File: src/hw/bul_defs.svh
`ifndef BUL_DEFS_SVH
`define BUL_DEFS_SVH
// ----------------------------------------------------------------
// register indices (byte address is four times the index)
// ----------------------------------------------------------------
`define BUL_IDX_FUSE   12'h900
`define BUL_IDX_SPOS   12'hb02
`define BUL_IDX_CTRL   12'hc00
`define BUL_IDX_CFG    12'hc01
`define BUL_IDX_STAT   12'hc02
`define BUL_IDX_ALRM   12'hc03
`define BUL_IDX_PATB   9'h181
`define BUL_IDX_FREQ   12'hc10
`define BUL_IDX_FACT   12'hc11
`define BUL_IDX_FAIL   12'hc12
// ----------------------------------------------------------------
// field positions
// ----------------------------------------------------------------
`define BUL_FUSE_RSVD  7'h01
`define BUL_C_DP       0
`define BUL_C_STRQ     1
`define BUL_C_SYRQ     2
`define BUL_C_OSC      3
`define BUL_C_HOLD     4
`define BUL_C_TXLO     5
`define BUL_C_TXHI     6
`define BUL_C_CEN      7
`define BUL_C_CONT     8
`define BUL_C_SHLD     9
`define BUL_C_TRIG     10
`define BUL_C_SYNN     11
`define BUL_C_LSB      12
`define BUL_CTRL_RST   13'h0800
`define BUL_ALM_LCLK   0
`define BUL_ALM_STRB   1
`define BUL_ALM_REAL   2
`define BUL_STAT_POS   8
`define BUL_STAT_MISS  16
`define BUL_FAIL_IDX   16
`endif

File: src/hw/bul_pkg.sv
package bul_pkg;
    // link check sequencing
    typedef enum logic [1:0] {
        BUL_IDLE,
        BUL_RUN,
        BUL_STOP
    } bul_chk_type;
endpackage

File: src/hw/bul_top.sv
`timescale 1ns/1ps
`include "bul_defs.svh"
// Contract
// - fuse done flag only after load ends
// - fuse load starts itself after reset
// - accumulate mode ORs all sync positions
// - otherwise positions of last edge only
// - strobe request until strobe seen
// - sync request, sync seen, then release
// - oscillator off: settings apply without hold
// - align before oscillator on if wanted
// - check repeating eight-sample link pattern
// - stop on fail, or continue reporting
// - only used banks, minus masked banks
// - alarm bits write one to clear
module bul_top import bul_pkg::*; #(
    parameter int LANES        = 12,    // link data lanes
    parameter int BANKS        = 4,     // lane banks
    parameter int FUSE_CYCLES  = 64,    // fuse copy length
    parameter int LINK_TIMEOUT = 32,    // idle link clock limit
    parameter int FREQ_W       = 16     // oscillator word width
) (
    input  wire logic              pclk,          // device clock
    input  wire logic              presetn,       // async reset, low
    input  wire logic              psel,          // apb select
    input  wire logic              penable,       // apb enable
    input  wire logic              pwrite,        // apb direction
    input  wire logic [15:0]       paddr,         // apb byte address
    input  wire logic [31:0]       pwdata,        // apb write data
    output logic      [31:0]       prdata,        // apb read data
    output logic                   pready,        // apb ready
    output logic                   pslverr,       // unmapped access
    input  wire logic              link_clk,      // link clock pin
    input  wire logic [LANES-1:0]  link_data,     // link data pins
    input  wire logic              link_strobe,   // dedicated strobe
    input  wire logic              sync_pulse,    // sync pulse pin
    input  wire logic              link_hold_low_input_n, // sync hold
    input  wire logic              tx_gate_pin,   // transmit gate pin
    output logic                   datapath_on,   // datapath enable
    output logic                   tx_active,     // transmit enabled
    output logic [FREQ_W-1:0]      osc_freq,      // active frequency
    output logic                   check_running  // check in progress
);
    localparam int BW = LANES / BANKS;          // lanes per bank
    localparam int CW = $clog2(FUSE_CYCLES + 1);
    localparam int IW = $clog2(LINK_TIMEOUT + 1);

    // ----------------------------------------------------------------
    // pin synchronisers
    // ----------------------------------------------------------------
    logic [LANES-1:0] data_s;                   // lanes
    logic lclk_s, strb_s, sync_s, holdn_s, txp_s; // control pins
    bul_sync #(.W(LANES + 5)) u_sync (
        .pclk    (pclk),
        .presetn (presetn),
        .d       ({link_clk, link_strobe, sync_pulse,
                   link_hold_low_input_n, tx_gate_pin, link_data}),
        .q       ({lclk_s, strb_s, sync_s, holdn_s, txp_s, data_s})
    );

    // ----------------------------------------------------------------
    // registers
    // ----------------------------------------------------------------
    logic [12:0]       ctrl;                    // control bits
    logic [10:0]       cfg;                     // mode, mask, delay
    logic [7:0]        spos_ctl;                // sync position control
    logic [2:0]        alarm;                   // sticky alarms
    logic [LANES-1:0]  pat [8];                 // check pattern
    logic [FREQ_W-1:0] freq_shadow;             // last written word
    logic              fuse_done;               // load complete
    logic [CW-1:0]     fuse_cnt;                // load progress
    logic              strobe_seen, sync_seen;  // alignment status
    logic [7:0]        sync_pos;                // sync edge positions
    logic [LANES-1:0]  chk_miss, fail_data;     // lane misses, frame
    logic [2:0]        fail_idx, idx, smp_cnt;  // pattern positions
    logic              chk_sum;                 // any failure
    bul_chk_type       chk_st;                  // check state
    logic              lclk_q, stb_prev, sync_q; // edge history
    logic [IW-1:0]     idle;                    // cycles since edge
    logic              stb_seen_q, syn_seen_q;  // seen flags, one cycle late
    logic              chk_lock;                // first compare made since launch

    // ----------------------------------------------------------------
    // apb decode
    // ----------------------------------------------------------------
    wire [11:0] ridx    = paddr[13:2];
    wire        acc     = psel && penable;
    wire        wr      = acc && pwrite;
    wire        hit_pat = (ridx[11:3] == `BUL_IDX_PATB);
    wire        hit     = hit_pat || ridx == `BUL_IDX_FUSE
                       || ridx == `BUL_IDX_SPOS || ridx == `BUL_IDX_CTRL
                       || ridx == `BUL_IDX_CFG  || ridx == `BUL_IDX_STAT
                       || ridx == `BUL_IDX_ALRM || ridx == `BUL_IDX_FREQ
                       || ridx == `BUL_IDX_FACT || ridx == `BUL_IDX_FAIL;
    wire        ctrl_wr = wr && ridx == `BUL_IDX_CTRL;
    wire        spos_wr = wr && ridx == `BUL_IDX_SPOS;
    wire        alm_wr  = wr && ridx == `BUL_IDX_ALRM;
    wire        freq_wr = wr && ridx == `BUL_IDX_FREQ;
    wire        trig    = ctrl_wr && pwdata[`BUL_C_TRIG];
    wire        osc_on  = ctrl[`BUL_C_OSC];
    wire        hold    = ctrl[`BUL_C_HOLD];
    wire        acc_on  = spos_ctl[0];
    // answer in the first access cycle; read data caught in setup
    assign pready  = acc;
    assign pslverr = acc && !hit;
    assign datapath_on   = ctrl[`BUL_C_DP];
    assign tx_active     = txp_s || (|ctrl[`BUL_C_TXHI:`BUL_C_TXLO]);
    assign check_running = (chk_st == BUL_RUN);

    // ----------------------------------------------------------------
    // read mux
    // ----------------------------------------------------------------
    logic [31:0] rd;
    always_comb
    begin
        rd = 32'h0;
        if (hit_pat)
            rd[LANES-1:0] = pat[ridx[2:0]];
        else if (ridx == `BUL_IDX_FUSE)
            rd[7:0] = {`BUL_FUSE_RSVD, fuse_done};
        else if (ridx == `BUL_IDX_SPOS)
            rd[7:0] = spos_ctl;
        else if (ridx == `BUL_IDX_CTRL)
            rd[12:0] = ctrl;
        else if (ridx == `BUL_IDX_CFG)
            rd[10:0] = cfg;
        else if (ridx == `BUL_IDX_STAT)
            rd = {{(16 - LANES){1'b0}}, chk_miss, sync_pos, 4'h0,
                  chk_sum, check_running, sync_seen, strobe_seen};
        else if (ridx == `BUL_IDX_ALRM)
            rd[2:0] = alarm;
        else if (ridx == `BUL_IDX_FREQ)
            rd[FREQ_W-1:0] = freq_shadow;
        else if (ridx == `BUL_IDX_FACT)
            rd[FREQ_W-1:0] = osc_freq;
        else if (ridx == `BUL_IDX_FAIL)
            rd = {13'h0, fail_idx, {(16 - LANES){1'b0}}, fail_data};
    end

    // ----------------------------------------------------------------
    // link edges and timing
    // ----------------------------------------------------------------
    wire       link_edge = lclk_s && !lclk_q;
    wire       stb_now   = ctrl[`BUL_C_LSB] ? data_s[0] : strb_s;
    wire       stb_edge  = link_edge && stb_now && !stb_prev;
    wire       hold_n    = holdn_s && ctrl[`BUL_C_SYNN];
    wire       sync_hit  = sync_s && !sync_q && hold_n;
    wire [2:0] phase     = (idle > IW'(7)) ? 3'h7 : 3'(idle);
    wire [7:0] pos_hot   = 8'h01 << phase;
    wire       str_arm   = datapath_on && ctrl[`BUL_C_STRQ];
    wire       syn_arm   = datapath_on && ctrl[`BUL_C_SYRQ];

    // edge history and idle count; idle stops at the alarm limit
    always_ff @(posedge pclk or negedge presetn)
    begin
        if (!presetn)
        begin
            lclk_q   <= 1'b0;
            sync_q   <= 1'b0;
            stb_prev <= 1'b0;
            idle     <= '0;
            smp_cnt  <= 3'h0;
        end
        else
        begin
            lclk_q <= lclk_s;
            sync_q <= sync_s;
            if (link_edge)
                stb_prev <= stb_now;
            if (link_edge)
                idle <= '0;
            else if (idle != IW'(LINK_TIMEOUT))
                idle <= idle + IW'(1);
            if (stb_edge)
                smp_cnt <= 3'h1;
            else if (link_edge)
                smp_cnt <= smp_cnt + 3'h1;
        end
    end

    // ----------------------------------------------------------------
    // fuse loader
    // ----------------------------------------------------------------
    // load runs by itself from reset release
    // flag rises only when the copy finishes
    always_ff @(posedge pclk or negedge presetn)
    begin
        if (!presetn)
        begin
            fuse_cnt  <= '0;
            fuse_done <= 1'b0;
        end
        else if (!fuse_done)
        begin
            fuse_cnt  <= fuse_cnt + CW'(1);
            fuse_done <= (fuse_cnt == CW'(FUSE_CYCLES - 1));
        end
    end

    // ----------------------------------------------------------------
    // control and configuration registers
    // ----------------------------------------------------------------
    always_ff @(posedge pclk or negedge presetn)
    begin
        if (!presetn)
        begin
            ctrl        <= `BUL_CTRL_RST;
            cfg         <= '0;
            spos_ctl    <= 8'h00;
            freq_shadow <= '0;
            osc_freq    <= '0;
        end
        else
        begin
            // trigger bit is a pulse and never stored
            if (ctrl_wr)
                ctrl <= pwdata[12:0] & ~(13'h1 << `BUL_C_TRIG);
            if (wr && ridx == `BUL_IDX_CFG)
                cfg <= pwdata[10:0];
            if (spos_wr)
                spos_ctl <= pwdata[7:0];
            if (freq_wr)
                freq_shadow <= pwdata[FREQ_W-1:0];
            // oscillator off, words apply at once
            // hold clear, word applies at once, no alignment is awaited
            if (freq_wr && (!osc_on || !hold))
                osc_freq <= pwdata[FREQ_W-1:0];
            else if (ctrl_wr && hold && !pwdata[`BUL_C_HOLD])
                osc_freq <= freq_shadow;
        end
    end

    // pattern store, one word per sample
    always_ff @(posedge pclk)
    begin
        if (wr && hit_pat)
            pat[ridx[2:0]] <= pwdata[LANES-1:0];
    end

    // ----------------------------------------------------------------
    // alignment, positions and alarms
    // ----------------------------------------------------------------
    // link alarm is a level: a link that never ran must still raise it
    wire [2:0] alm_set = {(strobe_seen && !stb_seen_q) || (sync_seen && !syn_seen_q),
                          strobe_seen && stb_edge && smp_cnt != 3'h0,
                          datapath_on && idle >= IW'(LINK_TIMEOUT - 1)};
    always_ff @(posedge pclk or negedge presetn)
    begin
        if (!presetn)
        begin
            strobe_seen <= 1'b0;
            sync_seen   <= 1'b0;
            sync_pos    <= 8'h00;
            alarm       <= 3'h0;
            prdata      <= 32'h0;
            stb_seen_q  <= 1'b0;
            syn_seen_q  <= 1'b0;
        end
        else
        begin
            stb_seen_q <= strobe_seen;
            syn_seen_q <= sync_seen;
            if (psel && !penable)
                prdata <= rd;
            if (ctrl_wr && !pwdata[`BUL_C_STRQ])
                strobe_seen <= 1'b0;
            else if (str_arm && stb_edge)
                strobe_seen <= 1'b1;
            // sync seen holds until request drops
            if (ctrl_wr && !pwdata[`BUL_C_SYRQ])
                sync_seen <= 1'b0;
            else if (syn_arm && sync_hit)
                sync_seen <= 1'b1;
            // accumulate since the bit was set
            // last edge only while bit is clear
            if (spos_wr && pwdata[0] && !acc_on)
                sync_pos <= 8'h00;
            else if (sync_hit)
                sync_pos <= acc_on ? (sync_pos | pos_hot) : pos_hot;
            // ones clear, zeros keep; set wins
            alarm <= (alarm & ~(alm_wr ? pwdata[2:0] : 3'h0)) | alm_set;
        end
    end

    // ----------------------------------------------------------------
    // link check lanes
    // ----------------------------------------------------------------
    // used banks follow channel mode, mask removes
    logic [LANES-1:0] lane_on;
    genvar gl;
    generate
        for (gl = 0; gl < LANES; gl++)
        begin : g_lane
            assign lane_on[gl] = ((cfg[1:0] != 2'b00) || (gl / BW) < BANKS / 2)
                && !cfg[3 + gl / BW] && !(ctrl[`BUL_C_LSB] && gl == 0);
        end
    endgenerate

    // compare each sample with its pattern slot
    wire [2:0]       cur_idx = (ctrl[`BUL_C_SHLD] && stb_now) ? 3'h0 : idx;
    wire [LANES-1:0] diff    = (data_s ^ pat[cur_idx]) & lane_on;
    // with strobe hold, comparing waits for the first strobe sample
    wire             cmp     = link_edge && check_running
                               && (chk_lock || !ctrl[`BUL_C_SHLD] || stb_now);
    wire             fail    = cmp && (|diff);

    // check state and results
    always_ff @(posedge pclk or negedge presetn)
    begin
        if (!presetn)
        begin
            chk_st    <= BUL_IDLE;
            idx       <= 3'h0;
            chk_miss  <= '0;
            chk_sum   <= 1'b0;
            fail_idx  <= 3'h0;
            fail_data <= '0;
            chk_lock  <= 1'b0;
        end
        else if (!ctrl[`BUL_C_CEN])
            chk_st <= BUL_IDLE;
        else if (trig && tx_active)
        begin
            chk_st   <= BUL_RUN;
            idx      <= 3'h0;
            chk_miss <= '0;
            chk_sum  <= 1'b0;
            chk_lock <= 1'b0;
        end
        else if (cmp)
        begin
            chk_lock <= 1'b1;
            idx      <= cur_idx + 3'h1;
            chk_miss <= chk_miss | diff;
            chk_sum  <= chk_sum | fail;
            // stop and keep the frame unless continuing
            if (fail && !ctrl[`BUL_C_CONT])
            begin
                chk_st    <= BUL_STOP;
                fail_idx  <= cur_idx;
                fail_data <= data_s;
            end
        end
    end

    logic [CW:0] since_rst;                      // cycles from release
    always_ff @(posedge pclk or negedge presetn)
    begin
        if (!presetn)
            since_rst <= '0;
        else if (!since_rst[CW])
            since_rst <= since_rst + (CW+1)'(1);
    end
endmodule

File: src/hw/bul_sync.sv
`timescale 1ns/1ps
// two-flop synchroniser for pins from outside the pclk domain
module bul_sync #(
    parameter int W = 1
) (
    input  wire logic         pclk,     // device clock
    input  wire logic         presetn,  // async reset, active low
    input  wire logic [W-1:0] d,        // asynchronous pins
    output logic      [W-1:0] q         // synchronised copy
);
    logic [W-1:0] meta;                 // first stage, read only by q

    // ----------------------------------------------------------------
    // two stages
    // ----------------------------------------------------------------
    always_ff @(posedge pclk or negedge presetn)
    begin
        if (!presetn)
        begin
            meta <= '0;
            q    <= '0;
        end
        else
        begin
            meta <= d;
            q    <= meta;
        end
    end
endmodule

File: config.mk
export PLATFORM = sky130hd
export DESIGN_NAME = bul_top
export DESIGN_NICKNAME = d
export VERILOG_FILES = /design/src/hw/bul_pkg.sv /design/src/hw/bul_top.sv /design/src/hw/bul_sync.sv
export VERILOG_INCLUDE_DIRS = /design/src /design/src/hw
export SDC_FILE = /design/constraint.sdc
export NUM_CORES = 1
export LEC_CHECK = 0
export BUFFER_PORTS_ARGS = -buffer_cell sky130_fd_sc_hd__buf_2
export CAP_MARGIN = 20
export CORE_MARGIN = 2
export CORE_UTILIZATION = 34
export DETAILED_ROUTE_END_ITERATION = 10
export MAX_ROUTING_LAYER = met4
export PLACE_DENSITY = 0.61
export SLEW_MARGIN = 20
export SYNTH_ARGS = -nofsm -noshare
export SYNTH_HDL_FRONTEND = slang
export SYNTH_SLANG_ARGS = --single-unit
export TNS_END_PERCENT = 10
File: constraint.sdc
create_clock -name pclk -period 7.3 [get_ports pclk]
set_clock_uncertainty 0.1 [all_clocks]
set_input_delay 1.825 -clock pclk [delete_from_list [all_inputs] [get_ports pclk]]
set_output_delay 1.825 -clock pclk [all_outputs]
set_load 0.005 [all_outputs]
==> impl_metrics.py, run 1 <==
metrics = {
    "critical_path": {
        "path_max_fanout": 12,
        "worstSetupPathType": "in -> out",
        "crit_top_cell": "buf_2",
        "critPathLaunchType": "input pin",
        "worstPathCellList": "buf_2 -> or4b_1 -> nor3_1 -> nand3_1 -> and2_1 -> nand2_1 -> nor2_1 -> buf_2",
        "cp_num_buf_inv": 2,
        "arrival_ps": 4030,
        "cp.required_ps": 5380,
        "crit_slowest_cell": "or4b_1",
        "crit_family": "simple AND/OR/NAND/NOR gates",
        "critPathMaxStageDelay_ps": 670,
        "cp-end-kind": "primary output",
    },
    "timing": {
        "setup_ws_ps": 1350,
        "max_freq_mhz": 168,
        "worst_pin_slew_ps": 971,
        "period_needed_ps": 5950,
        "slew_violations": 0,
        "relSlewSlack_pct": 35.3,
        "setup-tns-final_ps": 0,
        "setup_violations": 0,
        "rsz0062_at_grt": "false",
        "fin_crit_sh_pct": 81.6,
        "final-hold-violation-count": 0,
    },
    "clock_network": {
        "cts_num_sinks": 290,
        "clk_latency_ps": 560,
        "htreeDepth": 1,
        "cts_resized": 0,
        "cts.hold.buffers_added": 0,
        "tritoncts": "done",
        "clk_pin_slew_worst_paths_ps": 60,
        "numCtsBuffers": 31,
        "post_cts_buffers": 0,
        "cts_buffer_depth": 3,
        "root_buffer": "clkbuf_16",
    },
    "cells_and_area": {
        "area_growth_syn_to_layout_pct": 16.2,
        "finalNetCount": 1280,
        "fill_cells": 3664,
        "drive_gt1_share_pct": 21.6,
        "stdcell_area_sq_um": 15100,
    },
    "floorplanning": {
        "ios": 123,
        "die_w_microns": 200,
        "die_area_sq_um": 39900,
        "initial_core_util_pct": 34.5,
        "coreArea_sq_um": 37700,
        "std_cell_rows": 71,
        "die_height_microns": 200,
    },
    "yosys": {
        "yosysTopAreaCell": "dfrtp_1",
        "yosys_register_bits": 290,
        "avgSynthCellArea_sq_um": 11.7,
        "async_reset_ff_share_pct": 66.9,
        "synth_edf_count": 96,
        "ys_warn_count": 0,
        "synth-seq-area-share_pct": 59.5,
        "syn_area_sq_um": 13000,
        "ys_types": 75,
        "synthCells": 1110,
        "synth_ff_type": "dfrtp_1",
        "netlist_top_cells_count": "dfrtp_1 (193), nand2_1 (165), nor2_1 (104), edfxtp_1 (96)",
        "synth_top_area_share_pct": 37.1,
        "yosysMostFrequentCell": "dfrtp_1",
        "yosys-top-cells-area": "dfrtp_1 (37%), edfxtp_1 (22%), nand2_1 (4.8%)",
    },
    "routing": {
        "ant_nets": 0,
        "avgViaCountPerCell": 5.42,
        "routedWlPerCell_microns": 21.6,
        "vias": 9433,
        "post-route-drc-count": 0,
        "first_iter_violations": 836,
        "drtPass1Iterations": 5,
        "routed_wl_mm": 37.6,
    },
    "run_status": {
        "status": "completed",
    },
    "power_and_ir_drop": {
        "power.leakage_nw": 6.37,
        "ir_worst_vdd_mv": 0.202,
        "p_per_area_nw_per_um2": 233,
    },
    "run": {
        "cap_violations": 0,
    },
    "global_route": {
        "grt_pass1_wl_mm": 58.1,
        "grt_start_max_net_pins": 134,
        "grt_use_total_pct": 19.9,
        "grt_pass1_vias": 9587,
        "antenna_found_initial": 1,
        "grt.overflow.total": 0,
    },
    "place": {
        "dp_hpwl_mm": 26.3,
        "portBuffers": 98,
        "dpl_cell_area_sq_um": 14100,
        "place_ws_ps": 1350,
        "gp_congestion": 0.908,
    },
    "hold_path": {
        "hold_class": "reg -> reg",
    },
}
## kinds of logic (layout without fill, tap and decap cells)
logic type | Yosys count | count (layout) | synth area share [%]
and+or+nand+nor | 384 | 384 | 13.5
DFF | 290 | 290 | 59.5
AOI/OAI and AO/OA | 225 | 225 | 12.0
muxes | 107 | 107 | 10.7
buffers and inverters | 81 | 197 | 2.75
xor gates and xnor gates | 16 | 16 | 1.08
adders and majority gates | 6 | 6 | 0.577
other | 1 | 5 | 0.0288
## metal layers
metal  global-route usage [%]  up-vias  wire [microns]
met1                     26.4     4744           16200
met5                        -        -               0
met2                     32.0      352           18000
li1                         -     4268               -
met3                     2.24       69            2280
met4                     6.28        0            1160
## per-stage QoR
step	std cells	util, %	hold WS [ps]	power, mW
global route	1741	40.1	253	3.64
global placement	1682	37.4	233	1.97
detailed placement	1682	37.4	236	1.97
CTS	1740	40.1	253	3.54
floorplan	1113	-	231	1.87
finish	1741	40.1	249	3.52
## path summary, 6_finish.rpt
check	startpoint	to	slack (ps)	cells past startpoint
worst max-delay path	paddr[7]	pslverr	1350	8
worst min-delay path	u_sync.meta[0]$_DFF_PN0_	u_sync.q[0]$_DFF_PN0_	250	0
worst max register to register	idx[0]$_DFFE_PN0P_	fail_data[5]$_DFFE_PN0P_	2720	9
worst min register to register	u_sync.meta[0]$_DFF_PN0_	u_sync.q[0]$_DFF_PN0_	250	0
max in group asynchronous	presetn	ctrl[0]$_DFFE_PN0P_	4370	2
min in group asynchronous	presetn	u_sync.meta[12]$_DFF_PN0_	1300	1
## where the power goes
group          internal [mW]  switching (mW)  total, mW
logic                 0.0676           0.127      0.195
registers               1.71          0.0343       1.75
clock network          0.929           0.647       1.58
total                   2.71           0.809       3.52
## sequential cells by signal, summed over array words and instances, names as in the netlist, 2 cells and up
| name | flops |
|---|---|
| fail_data | 12 |
| osc_freq | 16 |
| idx | 3 |
| ctrl | 12 |
| spos_ctl | 8 |
| idle | 6 |
| u_sync.meta | 17 |
| chk_miss | 12 |
| smp_cnt | 3 |
| u_sync.q | 17 |
| fuse_cnt | 7 |
| chk_st | 2 |
| alarm | 3 |
| sync_pos | 8 |
| cfg | 11 |
| freq_shadow | 16 |
| fail_idx | 3 |
| prdata | 28 |
| pat | 96 |
## final cells by class
class                           count  area [sq um]  area share, %
Inverter                           17          63.8          0.422
Tap cell                          511           639           4.23
Clock buffer                       39           851           5.63
Multi-Input combinational cell    742          4970           32.9
Timing Repair Buffer              122           681           4.50
Clock inverter                     19           178           1.17
Sequential cell                   290          7740           51.2
Antenna cell                        1          2.50         0.0165
## placed cells by master, fill, tap and decap left out, drive strengths merged, types with 5 or more instances in the layout
master / Yosys / routed
mux4: 18 / 18
clkbuf: 35 / 39
nor3: 16 / 16
clkinv: 0 / 12
a21oi: 42 / 42
edfxtp: 96 / 96
nor3b: 8 / 8
o22ai: 21 / 21
a211oi: 6 / 6
nand2: 166 / 166
and3: 6 / 6
nor4: 7 / 7
nor2: 105 / 105
mux2: 45 / 45
o21ai: 45 / 45
dfrtp: 193 / 193
a21o: 6 / 6
a22oi: 21 / 21
a22o: 14 / 14
inv: 17 / 19
o311ai: 5 / 5
a31oi: 10 / 10
xnor2: 9 / 9
mux2i: 44 / 44
nand2b: 6 / 6
a221oi: 20 / 20
ha: 6 / 6
and2: 6 / 6
buf: 29 / 122
nor2b: 13 / 13
nand3: 28 / 28
xor2: 7 / 7
(Power assumes the default switching activity.)
==> inputs of run 2 (changes only) <==
--- a/config.mk
+++ b/config.mk
@@ -12,7 +12,7 @@
 export CORE_UTILIZATION = 34
 export DETAILED_ROUTE_END_ITERATION = 10
 export MAX_ROUTING_LAYER = met4
-export PLACE_DENSITY = 0.61
+export PLACE_DENSITY = 0.62
 export SLEW_MARGIN = 20
 export SYNTH_ARGS = -nofsm -noshare
 export SYNTH_HDL_FRONTEND = slang
==> constraint.sdc (replaced) <==
create_clock -name pclk -period 4.9 [get_ports pclk]
set_clock_uncertainty 0.1 [all_clocks]
set_input_delay 1.225 -clock pclk [delete_from_list [all_inputs] [get_ports pclk]]
set_output_delay 1.225 -clock pclk [all_outputs]
set_load 0.005 [all_outputs]
==> run 2 against run 1 <==
Critical path depth is the same. Largest power group unchanged. Register-to-register slack lost 1900 ps. Final area grew 1.1%. Largest cell class unchanged. Critical endpoint unchanged.
==> impl_metrics.py, run 2 (synthesis gave the netlist of run 1 again) <==
metrics = {
    "run_status": {
        "status": "completed",
    },
    "critical_path": {
        "r2r_setup_slack_ps": 790,
        "arrival_ps": 3020,
        "r2r-end": "fail_data[2]$_DFFE_PN0P_",
        "reg2reg_depth": 10,
        "cp.required_ps": 3580,
        "worstSetupPathType": "in -> out",
        "critPathLaunchType": "input pin",
        "worstSetupStartpoint": "paddr[7]",
        "path_max_fanout": 5,
        "cp-end-kind": "primary output",
        "r2r_start": "idx[2]$_DFFE_PN0P_",
    },
    "routing": {
        "routed_wl_mm": 38.0,
        "routedWlPerCell_microns": 21.6,
        "post-route-drc-count": 0,
        "vias": 9480,
        "first_iter_violations": 1027,
        "avgViaCountPerCell": 5.40,
        "ant_nets": 0,
        "drtPass1Iterations": 5,
    },
    "hold_path": {
        "hold_class": "reg -> reg",
        "worstHoldStart": "u_sync.meta[11]$_DFF_PN0_",
        "min_path_cells": 0,
        "holdPathEnd": "u_sync.q[11]$_DFF_PN0_",
    },
    "place": {
        "portBuffers": 98,
        "dp_hpwl_mm": 26.8,
        "gp_congestion": 0.876,
    },
    "global_route": {
        "grt_use_total_pct": 19.9,
        "grt_pass1_vias": 9409,
        "grt_pass1_wl_mm": 57.9,
        "grt.overflow.total": 0,
        "grt_start_max_net_pins": 117,
        "antenna_found_initial": 3,
    },
    "timing": {
        "slew_violations": 0,
        "setup_violations": 0,
        "final-hold-violation-count": 0,
        "setup-tns-final_ps": 0,
        "rsz0062_at_grt": "false",
        "worst_pin_slew_ps": 995,
        "fin_crit_sh_pct": 88.6,
        "max_freq_mhz": 230,
        "period_needed_ps": 4340,
        "hold_ws_ps": 231,
        "relSlewSlack_pct": 33.6,
    },
    "clock_network": {
        "numCtsBuffers": 31,
        "cts_resized": 0,
        "root_buffer": "clkbuf_16",
        "clk_pin_slew_worst_paths_ps": 60,
        "clk_latency_ps": 560,
        "post_cts_buffers": 0,
        "htreeDepth": 1,
        "tritoncts": "done",
        "cts_buffer_depth": 3,
        "cts_num_sinks": 290,
        "cts.hold.buffers_added": 0,
    },
    "power_and_ir_drop": {
        "p_per_area_nw_per_um2": 347,
        "ir_worst_vdd_mv": 0.266,
        "power.total_mw": 5.30,
        "power.leakage_nw": 6.47,
    },
    "floorplanning": {
        "ios": 123,
        "std_cell_rows": 71,
        "initial_core_util_pct": 34.5,
        "die_w_microns": 200,
        "die_area_sq_um": 39900,
        "coreArea_sq_um": 37700,
        "die_height_microns": 200,
    },
    "cells_and_area": {
        "finalNetCount": 1293,
        "fill_cells": 3624,
        "largest_reg_flops": 96,
        "final_common_cell": "dfrtp_1",
        "drive_gt1_share_pct": 22.7,
        "area_growth_syn_to_layout_pct": 17.5,
        "final_cell_mix": "dfrtp_1 (193), nand2_1 (165), nor2_1 (103)",
    },
    "run": {
        "cap_violations": 0,
    },
}
run 2: changes by cell type in the layout (fill, tap and decap cells not counted), moves of 2 or more:
| cell | delta |
|---|---|
| clkinv_2 | -5 |
| buf_12 | +2 |
| clkbuf_8 | +7 |
| inv_4 | +4 |
| clkinv_1 | -4 |
| diode_2 | +2 |
| buf_4 | +11 |
| bufinv_16 | -2 |
| clkbuf_16 | +2 |
| clkinv_4 | +2 |
run 2: metrics by stage:
stage | utilization (%) | instance area, sq um | setup slack [ps] | instances
2_1_floorplan | - | 13000 | 734 | 1113
3_3_place_gp | 37.7 | 14200 | 596 | 1695
3_5_place_dp | 37.7 | 14200 | 554 | 1695
4_1_cts | 40.6 | 15300 | 552 | 1752
5_1_grt | 40.6 | 15300 | 408 | 1755
6_report | 40.6 | 15300 | 558 | 1755
run 2: layer usage:
layer  global-route usage [%]  share of wire (%)
met1                     25.5                 42
met2                     32.0                 48
met3                     3.41                6.7
met4                     7.05                3.4
met5                        -                  0
run 2: worst max path at each step:
stage	end	slack, ps	cells past startpoint
CTS	pslverr	550	8
detailed placement	pslverr	550	8
finish	pslverr	560	8
floorplan	pat[5][0]$_DFFE_PP_	730	5
global placement	pslverr	600	8
global route	pslverr	410	8
run 2: cell type report:
type	count	area (sq um)	share of cell area [%]
Antenna cell	3	7.51	0.0491
Sequential cell	290	7740	50.6
Clock inverter	12	104	0.679
Multi-Input combinational cell	742	4970	32.5
Timing Repair Buffer	135	802	5.24
Clock buffer	45	972	6.36
Tap cell	511	639	4.18
Inverter	17	63.8	0.417
run 2: critical path, stage by stage:
cell and delay [ps]:
buf_2 100, or4b_1 670, nor3_1 310, nand3_1 160, and2_1 210, nand2_1 140, nor2_1 60, buf_2 130
run 2: power breakdown:
group,total [mW],internal (mW),switching (mW)
Clock,2.40,1.43,0.968
Sequential,2.60,2.55,0.0504
Combinational,0.297,0.104,0.194
Total,5.30,4.09,1.21
